`config.mk`:
```
export PLATFORM = sky130hd
export DESIGN_NAME = pdm_top
export DESIGN_NICKNAME = d
export VERILOG_FILES = /design/src/pdm_pkg.sv /design/src/pdm_divider.sv /design/src/pdm_top.sv
export SDC_FILE = /design/constraint.sdc
export NUM_CORES = 1
export LEC_CHECK = 0
export ABC_AREA = 1
export BUFFER_PORTS_ARGS = -buffer_cell sky130_fd_sc_hd__buf_4
export CAP_MARGIN = 40
export CORE_MARGIN = 5
export CORE_UTILIZATION = 54
export DETAILED_ROUTE_END_ITERATION = 7
export GPL_TIMING_DRIVEN = 0
export PLACE_DENSITY = 0.88
export SYNTH_ARGS = -nofsm -noshare
export SYNTH_HDL_FRONTEND = slang
export SYNTH_SLANG_ARGS = --single-unit
```
`constraint.sdc`:
```
create_clock -name ref_clk_i -period 2.3 [get_ports ref_clk_i]
set_input_delay 0.46 -clock ref_clk_i [delete_from_list [all_inputs] [get_ports ref_clk_i]]
set_output_delay 0.46 -clock ref_clk_i [all_outputs]
set_load 0.05 [all_outputs]
```
`src/pdm_pkg.sv`:
```
// Package for the pulse density modulator: register map, fields, resets.
// Assumes a 32-bit AXI4-Lite register bus; one register per aligned word.
package pdm_pkg;

    // ------------------------------------------------------------------
    // Register indices (printed offsets) and bus address width
    // ------------------------------------------------------------------
    localparam logic [7:0] PDM_IDX_PORT2_SEL  = 8'h27;
    localparam logic [7:0] PDM_IDX_DW1_HIGH   = 8'h30;
    localparam logic [7:0] PDM_IDX_DW1_LOW    = 8'h31;
    localparam logic [7:0] PDM_IDX_DW2_HIGH   = 8'h32;
    localparam logic [7:0] PDM_IDX_DW2_LOW    = 8'h33;
    localparam logic [7:0] PDM_IDX_CONTROL    = 8'h36;
    localparam int         PDM_ADDR_W         = 10;

    // ------------------------------------------------------------------
    // Field positions
    // ------------------------------------------------------------------
    localparam int PDM_BIT_PIN2_SEL   = 4;
    localparam int PDM_BIT_PIN5_SEL   = 6;
    localparam int PDM_BIT_ENABLE     = 4;
    localparam int PDM_DIV_SEL_MSB    = 2;

    // ------------------------------------------------------------------
    // Reset values and widths
    // ------------------------------------------------------------------
    localparam logic [7:0] PDM_RST_BYTE   = 8'h00;
    localparam int         PDM_WORD_W     = 16;
    localparam int         PDM_PRESC_W    = 7;

    localparam logic [1:0] PDM_RESP_OKAY   = 2'h0;
    localparam logic [1:0] PDM_RESP_SLVERR = 2'h2;

    typedef struct packed {
        logic       pin5_sel;
        logic       pin2_sel;
        logic       enable;
        logic [2:0] div_sel;
    } pdm_ctrl_t;

    typedef struct packed {
        logic pin2_out;
        logic pin5_out;
        logic pin2_oe_n;
        logic pin5_oe_n;
    } pdm_pins_t;

endpackage

```
`src/pdm_divider.sv`:
```
// Prescaler for the modulator clock: one-cycle enable pulse per period.
// Assumes the caller holds it cleared while the modulator is off.
`timescale 1ns/1ps
`default_nettype none
module pdm_divider #(
    parameter int PRESC_W = 7
) (
    input  wire logic               ref_clk_i,
    input  wire logic               reset_i,
    input  wire logic               run_i,
    input  wire logic [2:0]         div_sel_i,
    output logic                    tick_o
);
    import pdm_pkg::*;

    initial begin
        if (PRESC_W != 7) begin
            $error("pdm_divider: PRESC_W must be 7");
        end
    end

    logic [PRESC_W-1:0] cnt_ff;
    logic               tick_ff;
    wire  [PRESC_W-1:0] limit  = PRESC_W'((8'h01 << div_sel_i) - 8'h01);
    wire                at_end = (cnt_ff >= limit);

    // ------------------------------------------------------------------
    // Divide by 2**div_sel, 000 -> every cycle, 111 -> by 128
    // ------------------------------------------------------------------
    always_ff @(posedge ref_clk_i) begin
        if (reset_i || !run_i) begin
            cnt_ff  <= '0;
            tick_ff <= 1'b0;
        end else begin
            cnt_ff  <= at_end ? '0 : cnt_ff + 1'b1;
            tick_ff <= at_end;
        end
    end

    assign tick_o = tick_ff;

    div_tick_a: assert property (@(posedge ref_clk_i) disable iff (reset_i)
        (run_i && $stable(div_sel_i) && cnt_ff == limit && limit != '0)
        |=> tick_o ##1 !tick_o)
        else $error("divider tick not single-cycle at terminal count");

endmodule
`default_nettype wire

```
`src/pdm_top.sv`:
```
// Pulse density modulator with AXI4-Lite register slave and two pin outputs.
// Assumes a single 250 MHz clock, synchronous active-high reset, and that
// software sets the GPIO direction outside this block.
//
// What this block does
// - The enable bit lets port 2 bit 2 carry the modulator; when clear the modulator idles.
// - The modulator clock is the master clock divided by 1 to 128, doubling per select step.
// - The modulator clock is split into sixteen component signals numbered 15 to 0.
// - Component 15 runs at half the modulator clock, each lower one at half the next.
// - The output combines exactly the components whose bits are set in the density word.
// - Any word 0 to 65535 is accepted and the duty cycle equals the word over 65536.
// - Density word one is read and written as a high byte at 0x30 and low byte at 0x31.
// - Density word two has the same mapping, high byte at 0x32 and low byte at 0x33.
// - Pin-select bit 4 of the port 2 mode register routes the modulator to port 2 bit 2.
// - Pin-select bit 6 of the port 2 mode register routes a modulator to port 2 bit 5.
// - The control register at 0x36 holds enable in bit 4, divider select in bits 2 to 0.
//
// The AXI4-Lite slave port was chosen for this implementation.
`timescale 1ns/1ps
`default_nettype none
module pdm_top #(
    parameter int WORD_W = 16
) (
    input  wire logic                          ref_clk_i,
    input  wire logic                          reset_i,
    input  wire logic [pdm_pkg::PDM_ADDR_W-1:0] s_axi_awaddr_i,
    input  wire logic                          s_axi_awvalid_i,
    output logic                               s_axi_awready_o,
    input  wire logic [31:0]                   s_axi_wdata_i,
    input  wire logic [3:0]                    s_axi_wstrb_i,
    input  wire logic                          s_axi_wvalid_i,
    output logic                               s_axi_wready_o,
    output logic [1:0]                         s_axi_bresp_o,
    output logic                               s_axi_bvalid_o,
    input  wire logic                          s_axi_bready_i,
    input  wire logic [pdm_pkg::PDM_ADDR_W-1:0] s_axi_araddr_i,
    input  wire logic                          s_axi_arvalid_i,
    output logic                               s_axi_arready_o,
    output logic [31:0]                        s_axi_rdata_o,
    output logic [1:0]                         s_axi_rresp_o,
    output logic                               s_axi_rvalid_o,
    input  wire logic                          s_axi_rready_i,
    input  wire logic [7:0]                    port_two_gpio_out_i,
    input  wire logic [7:0]                    port_two_direction_i,
    output pdm_pkg::pdm_pins_t                 pins_o
);
    import pdm_pkg::*;

    initial begin
        if (WORD_W != PDM_WORD_W) begin
            $error("pdm_top: WORD_W must be 16");
        end
    end

    // ------------------------------------------------------------------
    // Register state
    // ------------------------------------------------------------------
    logic [7:0]        dw1_hi_ff, dw1_lo_ff, dw2_hi_ff, dw2_lo_ff;
    pdm_ctrl_t         ctrl_ff;
    logic              aw_held_ff, w_held_ff;
    logic [7:0]        aw_idx_ff;
    logic [7:0]        wbyte_ff;
    logic              wstrb0_ff;
    logic              bvalid_ff, rvalid_ff, awrdy_ff, wrdy_ff, ardy_ff;
    logic [1:0]        bresp_ff, rresp_ff;
    logic [31:0]       rdata_ff;

    // ------------------------------------------------------------------
    // Write channel: address and data taken in either order
    // ------------------------------------------------------------------
    wire aw_take = s_axi_awvalid_i && !aw_held_ff && !bvalid_ff;
    wire w_take  = s_axi_wvalid_i && !w_held_ff && !bvalid_ff;
    wire aw_have = aw_held_ff || aw_take;
    wire w_have  = w_held_ff || w_take;
    wire wr_go   = aw_have && w_have && !bvalid_ff;
    wire [7:0] wr_idx  = aw_held_ff ? aw_idx_ff : s_axi_awaddr_i[9:2];
    wire [7:0] wr_byte = w_held_ff ? wbyte_ff : s_axi_wdata_i[7:0];
    wire       wr_lane = w_held_ff ? wstrb0_ff : s_axi_wstrb_i[0];
    wire       wr_en   = wr_go && wr_lane;
    wire nxt_aw_held = aw_have && !wr_go;
    wire nxt_w_held  = w_have && !wr_go;
    wire nxt_bvalid  = wr_go || (bvalid_ff && !s_axi_bready_i);

    wire hit_sel  = (wr_idx == PDM_IDX_PORT2_SEL);
    wire hit_d1h  = (wr_idx == PDM_IDX_DW1_HIGH);
    wire hit_d1l  = (wr_idx == PDM_IDX_DW1_LOW);
    wire hit_d2h  = (wr_idx == PDM_IDX_DW2_HIGH);
    wire hit_d2l  = (wr_idx == PDM_IDX_DW2_LOW);
    wire hit_ctl  = (wr_idx == PDM_IDX_CONTROL);
    wire wr_known = hit_sel | hit_d1h | hit_d1l | hit_d2h | hit_d2l | hit_ctl;

    always_ff @(posedge ref_clk_i) begin
        if (reset_i) begin
            aw_held_ff <= 1'b0;
            w_held_ff  <= 1'b0;
            aw_idx_ff  <= 8'h00;
            wbyte_ff   <= 8'h00;
            wstrb0_ff  <= 1'b0;
            bvalid_ff  <= 1'b0;
            bresp_ff   <= PDM_RESP_OKAY;
            awrdy_ff   <= 1'b1;
            wrdy_ff    <= 1'b1;
        end else begin
            aw_held_ff <= nxt_aw_held;
            w_held_ff  <= nxt_w_held;
            awrdy_ff   <= !nxt_aw_held && !nxt_bvalid;
            wrdy_ff    <= !nxt_w_held && !nxt_bvalid;
            if (aw_take) begin
                aw_idx_ff <= s_axi_awaddr_i[9:2];
            end
            if (w_take) begin
                wbyte_ff  <= s_axi_wdata_i[7:0];
                wstrb0_ff <= s_axi_wstrb_i[0];
            end
            if (wr_go) begin
                bvalid_ff <= 1'b1;
                bresp_ff  <= wr_known ? PDM_RESP_OKAY : PDM_RESP_SLVERR;
            end else if (s_axi_bready_i) begin
                bvalid_ff <= 1'b0;
            end
        end
    end

    // ------------------------------------------------------------------
    // Register writes
    // ------------------------------------------------------------------
    always_ff @(posedge ref_clk_i) begin
        if (reset_i) begin
            dw1_hi_ff <= PDM_RST_BYTE;
            dw1_lo_ff <= PDM_RST_BYTE;
            dw2_hi_ff <= PDM_RST_BYTE;
            dw2_lo_ff <= PDM_RST_BYTE;
            ctrl_ff   <= '0;
        end else if (wr_en) begin
            if (hit_d1h) dw1_hi_ff <= wr_byte;
            if (hit_d1l) dw1_lo_ff <= wr_byte;
            if (hit_d2h) dw2_hi_ff <= wr_byte;
            if (hit_d2l) dw2_lo_ff <= wr_byte;
            if (hit_sel) begin
                ctrl_ff.pin2_sel <= wr_byte[PDM_BIT_PIN2_SEL];
                ctrl_ff.pin5_sel <= wr_byte[PDM_BIT_PIN5_SEL];
            end
            if (hit_ctl) begin
                ctrl_ff.enable  <= wr_byte[PDM_BIT_ENABLE];
                ctrl_ff.div_sel <= wr_byte[PDM_DIV_SEL_MSB:0];
            end
        end
    end

    // ------------------------------------------------------------------
    // Read channel
    // ------------------------------------------------------------------
    wire [7:0] rd_idx  = s_axi_araddr_i[9:2];
    wire       rd_take = s_axi_arvalid_i && !rvalid_ff;
    wire       nxt_rvalid = rd_take || (rvalid_ff && !s_axi_rready_i);
    wire [7:0] sel_rd  = {1'b0, ctrl_ff.pin5_sel, 1'b0, ctrl_ff.pin2_sel, 4'h0};
    wire [7:0] ctl_rd  = {3'h0, ctrl_ff.enable, 1'b0, ctrl_ff.div_sel};
    wire       rd_known = (rd_idx == PDM_IDX_PORT2_SEL) || (rd_idx == PDM_IDX_DW1_HIGH)
                       || (rd_idx == PDM_IDX_DW1_LOW) || (rd_idx == PDM_IDX_DW2_HIGH)
                       || (rd_idx == PDM_IDX_DW2_LOW) || (rd_idx == PDM_IDX_CONTROL);
    wire [7:0] rd_byte =
        (rd_idx == PDM_IDX_PORT2_SEL) ? sel_rd    :
        (rd_idx == PDM_IDX_DW1_HIGH)  ? dw1_hi_ff :
        (rd_idx == PDM_IDX_DW1_LOW)   ? dw1_lo_ff :
        (rd_idx == PDM_IDX_DW2_HIGH)  ? dw2_hi_ff :
        (rd_idx == PDM_IDX_DW2_LOW)   ? dw2_lo_ff :
        (rd_idx == PDM_IDX_CONTROL)   ? ctl_rd    : 8'h00;

    always_ff @(posedge ref_clk_i) begin
        if (reset_i) begin
            rvalid_ff <= 1'b0;
            rdata_ff  <= 32'h0000_0000;
            rresp_ff  <= PDM_RESP_OKAY;
            ardy_ff   <= 1'b1;
        end else begin
            rvalid_ff <= nxt_rvalid;
            ardy_ff   <= !nxt_rvalid;
            if (rd_take) begin
                rdata_ff <= {24'h00_0000, rd_byte};
                rresp_ff <= rd_known ? PDM_RESP_OKAY : PDM_RESP_SLVERR;
            end
        end
    end

    // ------------------------------------------------------------------
    // Modulator core
    // ------------------------------------------------------------------
    logic              tick;
    logic [WORD_W-1:0] phase_ff;
    logic              mod1_ff, mod2_ff;
    pdm_pins_t         pins_ff;
    wire  [WORD_W-1:0] word1 = {dw1_hi_ff, dw1_lo_ff};
    wire  [WORD_W-1:0] word2 = {dw2_hi_ff, dw2_lo_ff};
    wire  [WORD_W-1:0] nxt_phase = phase_ff + 1'b1;
    logic [WORD_W-1:0] comp_hit;

    pdm_divider #(.PRESC_W(PDM_PRESC_W)) u_div (
        .ref_clk_i (ref_clk_i),
        .reset_i   (reset_i),
        .run_i     (ctrl_ff.enable),
        .div_sel_i (ctrl_ff.div_sel),
        .tick_o    (tick)
    );

    // Component k fires when the low bits of the counter match the
    // pattern for k; component 15 every 2nd step, 0 every 65536th.
    genvar k;
    generate
        for (k = 0; k < WORD_W; k++) begin : g_comp
            localparam int LSB = WORD_W - 1 - k;
            if (LSB == 0) begin : g_top
                assign comp_hit[k] = phase_ff[0];
            end else begin : g_low
                assign comp_hit[k] = phase_ff[LSB] && (phase_ff[LSB-1:0] == '0);
            end
        end
    endgenerate

    // Exactly one component active per step except count 0
    wire lvl1 = |(comp_hit & word1);
    wire lvl2 = |(comp_hit & word2);

    always_ff @(posedge ref_clk_i) begin
        if (reset_i || !ctrl_ff.enable) begin
            phase_ff <= '0;
            mod1_ff  <= 1'b0;
            mod2_ff  <= 1'b0;
        end else if (tick) begin
            phase_ff <= nxt_phase;
            mod1_ff  <= lvl1;
            mod2_ff  <= lvl2;
        end
    end

    // ------------------------------------------------------------------
    // Pin multiplexers
    // ------------------------------------------------------------------
    wire use2 = ctrl_ff.pin2_sel && ctrl_ff.enable;
    wire use5 = ctrl_ff.pin5_sel && ctrl_ff.enable;

    always_ff @(posedge ref_clk_i) begin
        if (reset_i) begin
            pins_ff <= '{pin2_out: 1'b0, pin5_out: 1'b0, pin2_oe_n: 1'b1, pin5_oe_n: 1'b1};
        end else begin
            pins_ff.pin2_out  <= use2 ? mod1_ff : port_two_gpio_out_i[2];
            pins_ff.pin5_out  <= use5 ? mod2_ff : port_two_gpio_out_i[5];
            pins_ff.pin2_oe_n <= !port_two_direction_i[2];
            pins_ff.pin5_oe_n <= !port_two_direction_i[5];
        end
    end

    assign s_axi_awready_o = awrdy_ff;
    assign s_axi_wready_o  = wrdy_ff;
    assign s_axi_bvalid_o  = bvalid_ff;
    assign s_axi_bresp_o   = bresp_ff;
    assign s_axi_arready_o = ardy_ff;
    assign s_axi_rvalid_o  = rvalid_ff;
    assign s_axi_rdata_o   = rdata_ff;
    assign s_axi_rresp_o   = rresp_ff;
    assign pins_o          = pins_ff;

    // ------------------------------------------------------------------
    // Checks
    // ------------------------------------------------------------------
    idle_off_a: assert property (@(posedge ref_clk_i) disable iff (reset_i)
        !ctrl_ff.enable |=> !mod1_ff && !mod2_ff && phase_ff == '0)
        else $error("modulator active while disabled");
    one_comp_a: assert property (@(posedge ref_clk_i) disable iff (reset_i)
        $onehot0(comp_hit))
        else $error("component pulses overlap");
    top_comp_a: assert property (@(posedge ref_clk_i) disable iff (reset_i)
        (ctrl_ff.enable && tick) |=> comp_hit[WORD_W-1] != $past(comp_hit[WORD_W-1]))
        else $error("component 15 not at half rate");
    zero_word_a: assert property (@(posedge ref_clk_i) disable iff (reset_i)
        (word1 == '0 && tick) |=> !mod1_ff)
        else $error("output high with zero density word");
    combine_a: assert property (@(posedge ref_clk_i) disable iff (reset_i)
        (ctrl_ff.enable && tick) |=> mod1_ff == $past(|(comp_hit & word1)))
        else $error("output not combination of selected components");
    word_two_a: assert property (@(posedge ref_clk_i) disable iff (reset_i)
        (ctrl_ff.enable && tick) |=> mod2_ff == $past(|(comp_hit & word2)))
        else $error("second word output wrong");
    pin2_mux_a: assert property (@(posedge ref_clk_i) disable iff (reset_i)
        use2 |=> pins_o.pin2_out == $past(mod1_ff))
        else $error("pin 2 not carrying modulator");
    pin5_mux_a: assert property (@(posedge ref_clk_i) disable iff (reset_i)
        (!use5) |=> pins_o.pin5_out == $past(port_two_gpio_out_i[5]))
        else $error("pin 5 not general purpose when unselected");
    word_write_a: assert property (@(posedge ref_clk_i) disable iff (reset_i)
        (wr_en && hit_d1h) |=> dw1_hi_ff == $past(wr_byte))
        else $error("density word one high byte not written");
    word2_write_a: assert property (@(posedge ref_clk_i) disable iff (reset_i)
        (wr_en && hit_d2l) |=> dw2_lo_ff == $past(wr_byte))
        else $error("density word two low byte not written");
    ctl_read_a: assert property (@(posedge ref_clk_i) disable iff (reset_i)
        (rd_take && rd_idx == PDM_IDX_CONTROL) |=> rdata_ff[7:5] == 3'h0 && !rdata_ff[3])
        else $error("control reserved bits read nonzero");

    wr_cov_c: cover property (@(posedge ref_clk_i) wr_go && hit_ctl);
    rd_cov_c: cover property (@(posedge ref_clk_i) rd_take && rd_idx == PDM_IDX_DW1_LOW);
    pin2_cov_c: cover property (@(posedge ref_clk_i) use2 && mod1_ff);
    pin5_cov_c: cover property (@(posedge ref_clk_i) use5 && mod2_ff);

endmodule
`default_nettype wire

```
==> results of run 1 <==
## layout make-up
type	instances	area share [%]
sequential	102	32.6
clock buffer	10	2.04
timing repair buffer	54	6.48
inverter	73	4.42
multi-input combinational	603	45.6
buffer	52	5.40
tap	133	2.66
clock inverter	6	0.740
## Yosys cell counts (2+ instances only)
cell | instances | area, um^2
nor2_1 | 159 | 597
nand3_1 | 51 | 255
nand3_2 | 3 | 30.0
or2_2 | 2 | 12.5
o21ai_0 | 44 | 220
inv_2 | 5 | 18.8
nor2_4 | 3 | 33.8
nand2_1 | 183 | 687
xnor2_1 | 2 | 17.5
nor3_1 | 11 | 55.1
nor2_2 | 7 | 43.8
clkbuf_1 | 15 | 56.3
buf_6 | 5 | 56.3
mux2i_1 | 5 | 50.1
inv_1 | 66 | 248
a21oi_1 | 51 | 255
nor2_8 | 4 | 80.1
xor2_1 | 3 | 26.3
buf_2 | 3 | 15.0
o21a_1 | 2 | 15.0
buf_4 | 27 | 203
ha_1 | 11 | 138
buf_1 | 2 | 7.51
nand2_2 | 2 | 12.5
nand4_1 | 26 | 163
dfxtp_1 | 102 | 2040
## cell usage in the layout, fill, tap and decap left out, types with 7 or more instances in the layout
cell and instances:
nand2_1 183, nor2_1 159, dfxtp_1 102, buf_4 81
inv_1 66, a21oi_1 51, nand3_1 51, o21ai_0 44
nand4_1 26, conb_1 26, clkbuf_1 16, nor3_1 11
ha_1 11, clkbuf_8 9, nor2_2 7
## registers in the layout (all words and copies together) (netlist names), 2 cells and up
| signal | cells |
|---|---|
| phase_ff | 16 |
| aw_idx_ff | 8 |
| dw1_hi_ff | 8 |
| dw1_lo_ff | 8 |
| dw2_hi_ff | 8 |
| dw2_lo_ff | 8 |
| s_axi_rdata_o | 8 |
| wbyte_ff | 8 |
| u_div.cnt_ff | 7 |
| ctl_rd | 4 |
| pins_o | 4 |
| ctrl_ff | 2 |
## worst paths after layout
kind,end,slack [ns],cells after the start
worst max-delay path,u_div.cnt_ff[3],0.28,7
worst min-delay path,pins_o[0],0.23,2
worst max register to register,u_div.cnt_ff[3],0.28,7
worst min register to register,aw_idx_ff[2],0.46,2
## critical path, cell delays in order, from the launching register on
cell	delay (ns)
dfxtp_1	0.32
clkbuf_1	0.30
o21ai_0	0.19
ha_1	0.35
a21oi_1	0.17
o21a_1	0.15
nand4_1	0.29
a21oi_1	0.20
## metal layers
layer | GRT usage (%) | routed length [um] | vias to the layer above
li1 | - | - | 2710
met1 | 29.7 | 5830 | 2279
met2 | 35.5 | 6150 | 132
met3 | 3.73 | 697 | 21
met4 | 6.60 | 211 | 0
met5 | 0 | 0 | -
## cell families after synthesis
family,after synthesis,synth area share [%]
other,1,0.0692
adders and majority gates,11,2.54
AOI/OAI and AO/OA,102,9.91
and+or+nand+nor,454,36.7
DFF,102,37.7
buffers and inverters,125,11.3
muxes,5,0.924
xor gates and xnor gates,5,0.808
## power groups by stage
stage          combinational, mW  clock (mW)  sequential [mW]
2_1_floorplan              0.533           0             2.03
3_3_place_gp               0.829           0             1.93
3_5_place_dp               0.841           0             1.93
4_1_cts                    0.844        1.06             1.89
5_1_grt                    0.923        1.14             1.90
6_report                   0.845        1.05             1.89
==> results.py, run 1 <==
metrics = {
    "power": {
        "intPower_mw": 2.51,
        "switching_share_pct": 33.7,
        "comb_power_share_pct": 22.3,
        "p_leak_nw": 2.84,
        "p_total_mw": 3.78,
        "p_per_area_nw_per_um2": 605,
        "clkPwrFrac_pct": 27.8,
        "ir_drop_v": 0.000681,
        "netSwitchingPower_mw": 1.28,
        "sequentialPowerShare_pct": 49.9,
    },
    "run_status": {
        "status": "completed",
    },
    "global_routing": {
        "grt_max_degree": 18,
        "grt_pass1_wl_um": 21000,
        "grt_pass1_vias": 4477,
        "grt_use_total_pct": 21.8,
        "grt_overflow": 0,
        "antenna_found_initial": 0,
    },
    "clock_network": {
        "hold_buffers": 0,
        "root_buffer": "clkbuf_8",
        "cts_made_buffers": 9,
        "cts.sinks": 102,
        "clk-insertion-delay-late_ns": 0.38,
        "cts_repair_resize_count": 0,
        "cts.path.max_buffers": 2,
        "cts.reportedPaths.clkPinSlew_ns": 0.10,
        "post-cts-setup-buffers": 0,
        "cts_tree": "done",
        "htree_levels": 3,
    },
    "final_layout": {
        "ff_latch_area_um2": 2040,
        "nNetsFinal": 985,
        "fillers": 882,
        "final_cells": 1033,
        "multiInputGateArea_um2": 2860,
        "area.growth.synth_to_final_pct": 15.5,
        "drive_gt1_share_pct": 14.8,
        "insertedDiodeCount": 0,
        "fin_util_pct": 64.0,
        "post-route-cell-area_um2": 6260,
    },
    "floorplan": {
        "core_area_um2": 9770,
        "dieHeight_um": 110,
        "dieArea_um2": 12100,
        "fp.dieW_um": 110,
        "initial_core_util_pct": 55.4,
        "io_pins": 124,
        "rows": 36,
    },
    "timing": {
        "rsz0062_at_grt": "false",
        "finalSetupViolCount": 0,
        "final_max_slew_viol_count": 0,
        "timing.fmax_mhz": 496,
        "setup_tns_ns": 0,
        "finClkSkew_ns": 0.0112,
        "finalHoldViolations": 0,
        "hold_ws_ns": 0.232,
        "slew_headroom_pct": 43.3,
        "setup_slack_ns": 0.282,
        "finalCriticalPeriod_ns": 2.02,
        "finalCritPeriodShare_pct": 87.7,
        "worstMarginPinSlew_ns": 0.841,
    },
    "critical_path": {
        "setup.worst_path.end_class": "flop",
        "crit_start": "ctl_rd[2]",
        "crit_path_max_fanout": 8,
        "crit_arrival_ns": 2.32,
        "critPathKind": "reg2reg",
        "critPathLaunchType": "flop",
        "required_ns": 2.60,
        "r2r_start": "ctl_rd[2]",
    },
    "synthesis": {
        "syn_inst": 805,
        "synthFlopType": "dfxtp_1",
        "netlist_area_um2": 5420,
        "synth-seq-cells": 102,
        "synth_cell_types": 37,
        "synth-seq-area-share_pct": 37.7,
        "synth-edff-count": 0,
        "syn_avg_cell_area_um2": 6.73,
        "ys_warn_count": 0,
        "async_reset_ff_share_pct": 0,
    },
    "detailed_routing": {
        "final_antenna_net_count": 0,
        "viasPerCell": 4.98,
        "wl_per_cell_um": 12.5,
        "drt_iter0_drc": 410,
        "dr.pass1.iters": 6,
        "routed-via-count": 5142,
        "drc": 0,
        "wl_um": 12900,
    },
    "worst_hold_path": {
        "hp-start": "port_two_direction_i[5]",
        "hold_path_class": "in2reg",
    },
    "flow_run": {
        "cap_violations": 0,
    },
    "placement": {
        "place_congestion": 0.933,
        "place_area_um2": 6080,
        "placed_cells": 1017,
        "post-dp-hpwl_um": 10100,
        "numPortBuffers": 54,
        "post-place-ws_ns": 0.295,
    },
}
No activity file was read; power rests on OpenSTA's default activity.
==> run 2: changes to the inputs <==
--- a/config.mk
+++ b/config.mk
@@ -8,11 +8,11 @@
 export ABC_AREA = 1
 export BUFFER_PORTS_ARGS = -buffer_cell sky130_fd_sc_hd__buf_4
 export CAP_MARGIN = 40
-export CORE_MARGIN = 5
 export CORE_UTILIZATION = 54
 export DETAILED_ROUTE_END_ITERATION = 7
 export GPL_TIMING_DRIVEN = 0
 export PLACE_DENSITY = 0.88
+export SETUP_SLACK_MARGIN = 0.05
 export SYNTH_ARGS = -nofsm -noshare
 export SYNTH_HDL_FRONTEND = slang
 export SYNTH_SLANG_ARGS = --single-unit
==> results.py, run 2 (synthesis results as in run 1) <==
metrics = {
    "global_routing": {
        "grt_use_total_pct": 26.4,
        "antenna_found_initial": 0,
        "busiest_layer": "met2",
        "grt_use_met3_pct": 5.47,
        "use_met2_pct": 45.4,
        "grt_pass1_vias": 4734,
        "grt_overflow": 0,
        "grt_max_degree": 19,
        "use_met1_pct": 32.6,
        "grt_pass1_wl_um": 21400,
    },
    "critical_path": {
        "crit_start": "ctl_rd[2]",
        "critPathKind": "reg2reg",
        "r2r_start": "ctl_rd[2]",
        "worstPathCellList": "clkbuf_1, o21ai_0, ha_1, a21oi_1, o21a_1, nand4_1, a21oi_1",
        "crit_path_max_fanout": 8,
        "required_ns": 2.60,
        "setup.worst_path.end_class": "flop",
        "critPathLaunchType": "flop",
        "critPathMostFrequentCell": "a21oi_1",
        "crit_arrival_ns": 2.36,
        "slowest_stage": "clkbuf_1",
        "slowest_delay_ns": 0.34,
    },
    "final_layout": {
        "layout_common_cells": "183 x nand2_1, 159 x nor2_1, 102 x dfxtp_1",
        "drive_gt1_share_pct": 14.8,
        "insertedDiodeCount": 0,
        "post-route-cell-area_um2": 6260,
        "final_common_cell": "nand2_1",
        "nNetsFinal": 985,
        "area.growth.synth_to_final_pct": 15.5,
        "largest_reg_flops": 16,
        "regMostFlops": "phase_ff",
    },
    "floorplan": {
        "dieHeight_um": 102,
        "io_pins": 124,
        "fp.dieW_um": 102,
        "core_area_um2": 9730,
        "dieArea_um2": 10400,
        "initial_core_util_pct": 55.7,
        "rows": 36,
    },
    "placement": {
        "numPortBuffers": 54,
        "post-dp-hpwl_um": 10300,
        "place_congestion": 0.934,
        "place_area_um2": 6080,
    },
    "timing": {
        "finalSetupViolCount": 0,
        "setup_tns_ns": 0,
        "finalHoldViolations": 0,
        "timing.fmax_mhz": 485,
        "finalCritPeriodShare_pct": 89.6,
        "finalCriticalPeriod_ns": 2.06,
        "rsz0062_at_grt": "false",
        "slew_headroom_pct": 41.8,
        "finClkSkew_ns": 0.0131,
        "worstMarginPinSlew_ns": 0.863,
        "final_max_slew_viol_count": 0,
    },
    "power": {
        "ir_drop_v": 0.000492,
        "p_leak_nw": 2.84,
        "switching_share_pct": 34.0,
        "netSwitchingPower_mw": 1.29,
        "sequentialPowerShare_pct": 49.7,
        "clkPwrFrac_pct": 27.9,
        "p_total_mw": 3.80,
        "p_per_area_nw_per_um2": 607,
        "intPower_mw": 2.51,
        "comb_power_share_pct": 22.4,
    },
    "detailed_routing": {
        "drt_iter0_drc": 296,
        "wl_per_cell_um": 12.8,
        "wl_um": 13200,
        "viasPerCell": 5.06,
        "dr.pass1.iters": 4,
        "final_antenna_net_count": 0,
        "drc": 0,
        "routed-via-count": 5219,
    },
    "worst_hold_path": {
        "hp-start": "port_two_direction_i[2]",
        "hold_path_class": "in2reg",
    },
    "clock_network": {
        "cts_made_buffers": 9,
        "htree_levels": 3,
        "clk-insertion-delay-late_ns": 0.38,
        "post-cts-setup-buffers": 0,
        "cts_repair_resize_count": 0,
        "root_buffer": "clkbuf_8",
        "cts.reportedPaths.clkPinSlew_ns": 0.11,
        "hold_buffers": 0,
        "cts.path.max_buffers": 2,
        "cts.sinks": 102,
        "cts_tree": "done",
    },
    "flow_run": {
        "cap_violations": 0,
    },
    "run_status": {
        "status": "completed",
    },
}
run 2: cell types whose count changed in the layout (fill, tap and decap cells not counted), sizes merged:
cell	delta
clkinv	-2
clkbuf	-1
clkinvlp	+1
inv	+1
run 2: routing by layer:
metal	up-vias	wire length [um]
met2	155	6290
met4	0	297
met1	2330	5900
li1	2707	-
met5	-	0
met3	27	742
run 2: metrics by stage:
stage | setup slack [ns] | std cells | hold slack, ns | utilization, %
after floorplan | 0.392 | 830 | 0.429 | -
after global placement | 0.335 | 1017 | 0.440 | 62.5
after CTS | 0.235 | 1032 | 0.229 | 64.3
final | 0.239 | 1032 | 0.235 | 64.3
after detailed placement | 0.267 | 1017 | 0.445 | 62.5
after global routing | 0.0640 | 1032 | 0.230 | 64.3
run 2: cell type report:
| cell class | count | area [um^2] |
|---|---|---|
| Fill cell | 916 | 3470 |
| Multi-Input combinational cell | 603 | 2860 |
| Sequential cell | 102 | 2040 |
| Timing Repair Buffer | 54 | 405 |
| Buffer | 52 | 338 |
| Inverter | 73 | 277 |
| Tap cell | 133 | 166 |
| Clock buffer | 9 | 124 |
| Clock inverter | 6 | 52.6 |
run 2: power by group through the flow:
stage               sequential (mW)  clock [mW]  combinational (mW)
floorplan                      2.03           0               0.533
global placement               1.93           0               0.830
detailed placement             1.93           0               0.846
CTS                            1.89        1.08               0.849
global route                   1.90        1.14               0.932
finish                         1.89        1.06               0.851
run 2: worst max-delay path, delay by kind of cell (launching register included):
family                   cells  cell delay (ns)
adder cells (fa/ha/maj)      1             0.34
flip-flops                   1             0.32
buffers and inverters        1             0.34
AO/OA/AOI/OAI                4             0.72
AND/OR/NAND/NOR              1             0.27
run 2: path summary, 6_finish.rpt:
kind / endpoint / slack (ns) / cells past startpoint
setup / recovery: u_div.cnt_ff[3] / 0.24 / 7
hold reg to reg: aw_idx_ff[1] / 0.46 / 2
hold / removal: pins_o[1] / 0.24 / 2
setup reg to reg: u_div.cnt_ff[3] / 0.24 / 7
==> run 3: changes to the inputs <==
--- a/config.mk
+++ b/config.mk
@@ -6,12 +6,12 @@
 export NUM_CORES = 1
 export LEC_CHECK = 0
 export ABC_AREA = 1
-export BUFFER_PORTS_ARGS = -buffer_cell sky130_fd_sc_hd__buf_4
+export BUFFER_PORTS_ARGS = -buffer_cell sky130_fd_sc_hd__clkbuf_2
 export CAP_MARGIN = 40
 export CORE_UTILIZATION = 54
 export DETAILED_ROUTE_END_ITERATION = 7
 export GPL_TIMING_DRIVEN = 0
-export PLACE_DENSITY = 0.88
+export PLACE_DENSITY = 0.78
 export SETUP_SLACK_MARGIN = 0.05
 export SYNTH_ARGS = -nofsm -noshare
 export SYNTH_HDL_FRONTEND = slang
==> results.py, run 3 (synthesis results as in run 1) <==
metrics = {
    "final_layout": {
        "ff_latch_area_um2": 2040,
        "insertedDiodeCount": 0,
        "fin_util_pct": 63.4,
        "layout_common_cells": "183 x nand2_1, 159 x nor2_1, 102 x dfxtp_1",
        "fillers": 935,
        "regMostFlops": "phase_ff",
        "final_common_cell": "nand2_1",
        "largest_reg_flops": 16,
        "area.growth.synth_to_final_pct": 13.9,
        "nNetsFinal": 985,
        "drive_gt1_share_pct": 14.9,
        "multiInputGateArea_um2": 2860,
    },
    "power": {
        "p_leak_nw": 2.83,
        "ir_drop_v": 0.000479,
        "p_per_area_nw_per_um2": 634,
    },
    "global_routing": {
        "antenna_found_initial": 0,
        "grt_max_degree": 20,
        "grt_overflow": 0,
        "grt_pass1_vias": 4246,
        "grt_use_total_pct": 25.2,
        "grt_pass1_wl_um": 20300,
    },
    "clock_network": {
        "clk-insertion-delay-late_ns": 0.38,
        "cts.sinks": 102,
        "cts_tree": "done",
        "cts.path.max_buffers": 2,
        "root_buffer": "clkbuf_8",
        "htree_levels": 3,
        "cts_made_buffers": 9,
        "cts.reportedPaths.clkPinSlew_ns": 0.11,
        "post-cts-setup-buffers": 0,
    },
    "critical_path": {
        "crit_arrival_ns": 2.30,
        "critPathLaunchType": "flop",
        "critPathKind": "reg2reg",
        "crit_path_max_fanout": 8,
        "setup.worst_path.end_class": "flop",
        "required_ns": 2.61,
    },
    "detailed_routing": {
        "routed-via-count": 5140,
        "wl_per_cell_um": 12.3,
        "drc": 0,
        "dr.pass1.iters": 5,
        "viasPerCell": 4.98,
        "final_antenna_net_count": 0,
        "wl_um": 12700,
        "drt_iter0_drc": 300,
    },
    "timing": {
        "setup_tns_ns": 0,
        "finalCriticalPeriod_ns": 2.00,
        "finalCritPeriodShare_pct": 86.8,
        "finClkSkew_ns": 0.0108,
        "slew_headroom_pct": 38.0,
        "rsz0062_at_grt": "false",
        "finalSetupViolCount": 0,
        "final_max_slew_viol_count": 0,
        "worstMarginPinSlew_ns": 0.920,
        "timing.fmax_mhz": 501,
        "finalHoldViolations": 0,
    },
    "floorplan": {
        "dieArea_um2": 10400,
        "core_area_um2": 9730,
        "rows": 36,
        "io_pins": 124,
        "dieHeight_um": 102,
        "initial_core_util_pct": 55.7,
        "fp.dieW_um": 102,
    },
    "placement": {
        "numPortBuffers": 54,
        "post-dp-hpwl_um": 9850,
        "place_congestion": 0.936,
    },
    "worst_hold_path": {
        "hold_path_class": "in2reg",
    },
    "run_status": {
        "status": "completed",
    },
    "flow_run": {
        "cap_violations": 0,
    },
}
-- run 3: cell count changes in the layout (fill, tap and decap cells not counted) --
cell        previous run  this run
nor2_2                 7         6
buf_4                 81        27
clkinv_8               0         2
clkinv_2               0         1
bufinv_16              0         1
nor2_4                 3         4
clkinvlp_4             2         0
inv_8                  1         0
clkbuf_2               0        54
-- run 3: area by class of cell --
class	instances	area share, %
flip-flops and latches	102	33.1
repair buffers	54	4.38
well taps	133	2.70
clock buffers	9	2.01
inverters	73	4.48
clock inverters	7	1.52
multi-input cells	603	46.4
plain buffers	52	5.47
-- run 3: layer usage --
layer	global-route usage, %	vias to the layer above	routed length [um]
li1	-	2715	-
met1	32.8	2276	5980
met2	42.1	126	5940
met3	4.58	23	567
met4	8.46	0	247
met5	0	-	0
-- run 3: worst paths after layout --
path	slack, ns	start	endpoint	cells after the start
worst min register to register	0.46	aw_idx_ff[1]	aw_idx_ff[1]	2
worst min-delay path	0.23	port_two_direction_i[5]	pins_o[0]	2
worst max-delay path	0.30	ctl_rd[1]	u_div.cnt_ff[3]	8
worst max register to register	0.30	ctl_rd[1]	u_div.cnt_ff[3]	8
-- run 3: stage by stage --
stage               cells  worst slack (ns)  hold WS (ns)  total power [mW]  cell area [um^2]
finish               1033             0.303         0.228              3.92              6170
global route         1033            0.0738         0.224              4.09              6170
CTS                  1033             0.281         0.217              3.94              6170
detailed placement   1017             0.293         0.443              2.73              5950
global placement     1017             0.310         0.442              2.73              5950
floorplan             830             0.392         0.429              2.56              5510
-- run 3: worst max-delay path, cell delays in order (launching register included) --
cell and delay [ns]:
dfxtp_1 0.32, clkbuf_1 0.30, a21oi_1 0.14, ha_1 0.34, a21oi_1 0.14, o21ai_0 0.10, nand4_1 0.11, nand4_1 0.27
a21oi_1 0.21
-- run 3: what timing repair did --
action,in CTS,in global routing
hold buffers,0,0
gates resized for setup,0,1
setup endpoints to repair,0,2
-- run 3: power by group --
part	internal (mW)	total, mW	switching [mW]
Combinational	0.218	0.813	0.596
Clock	0.529	1.21	0.683
Sequential	1.85	1.89	0.0379
Total	2.60	3.92	1.32
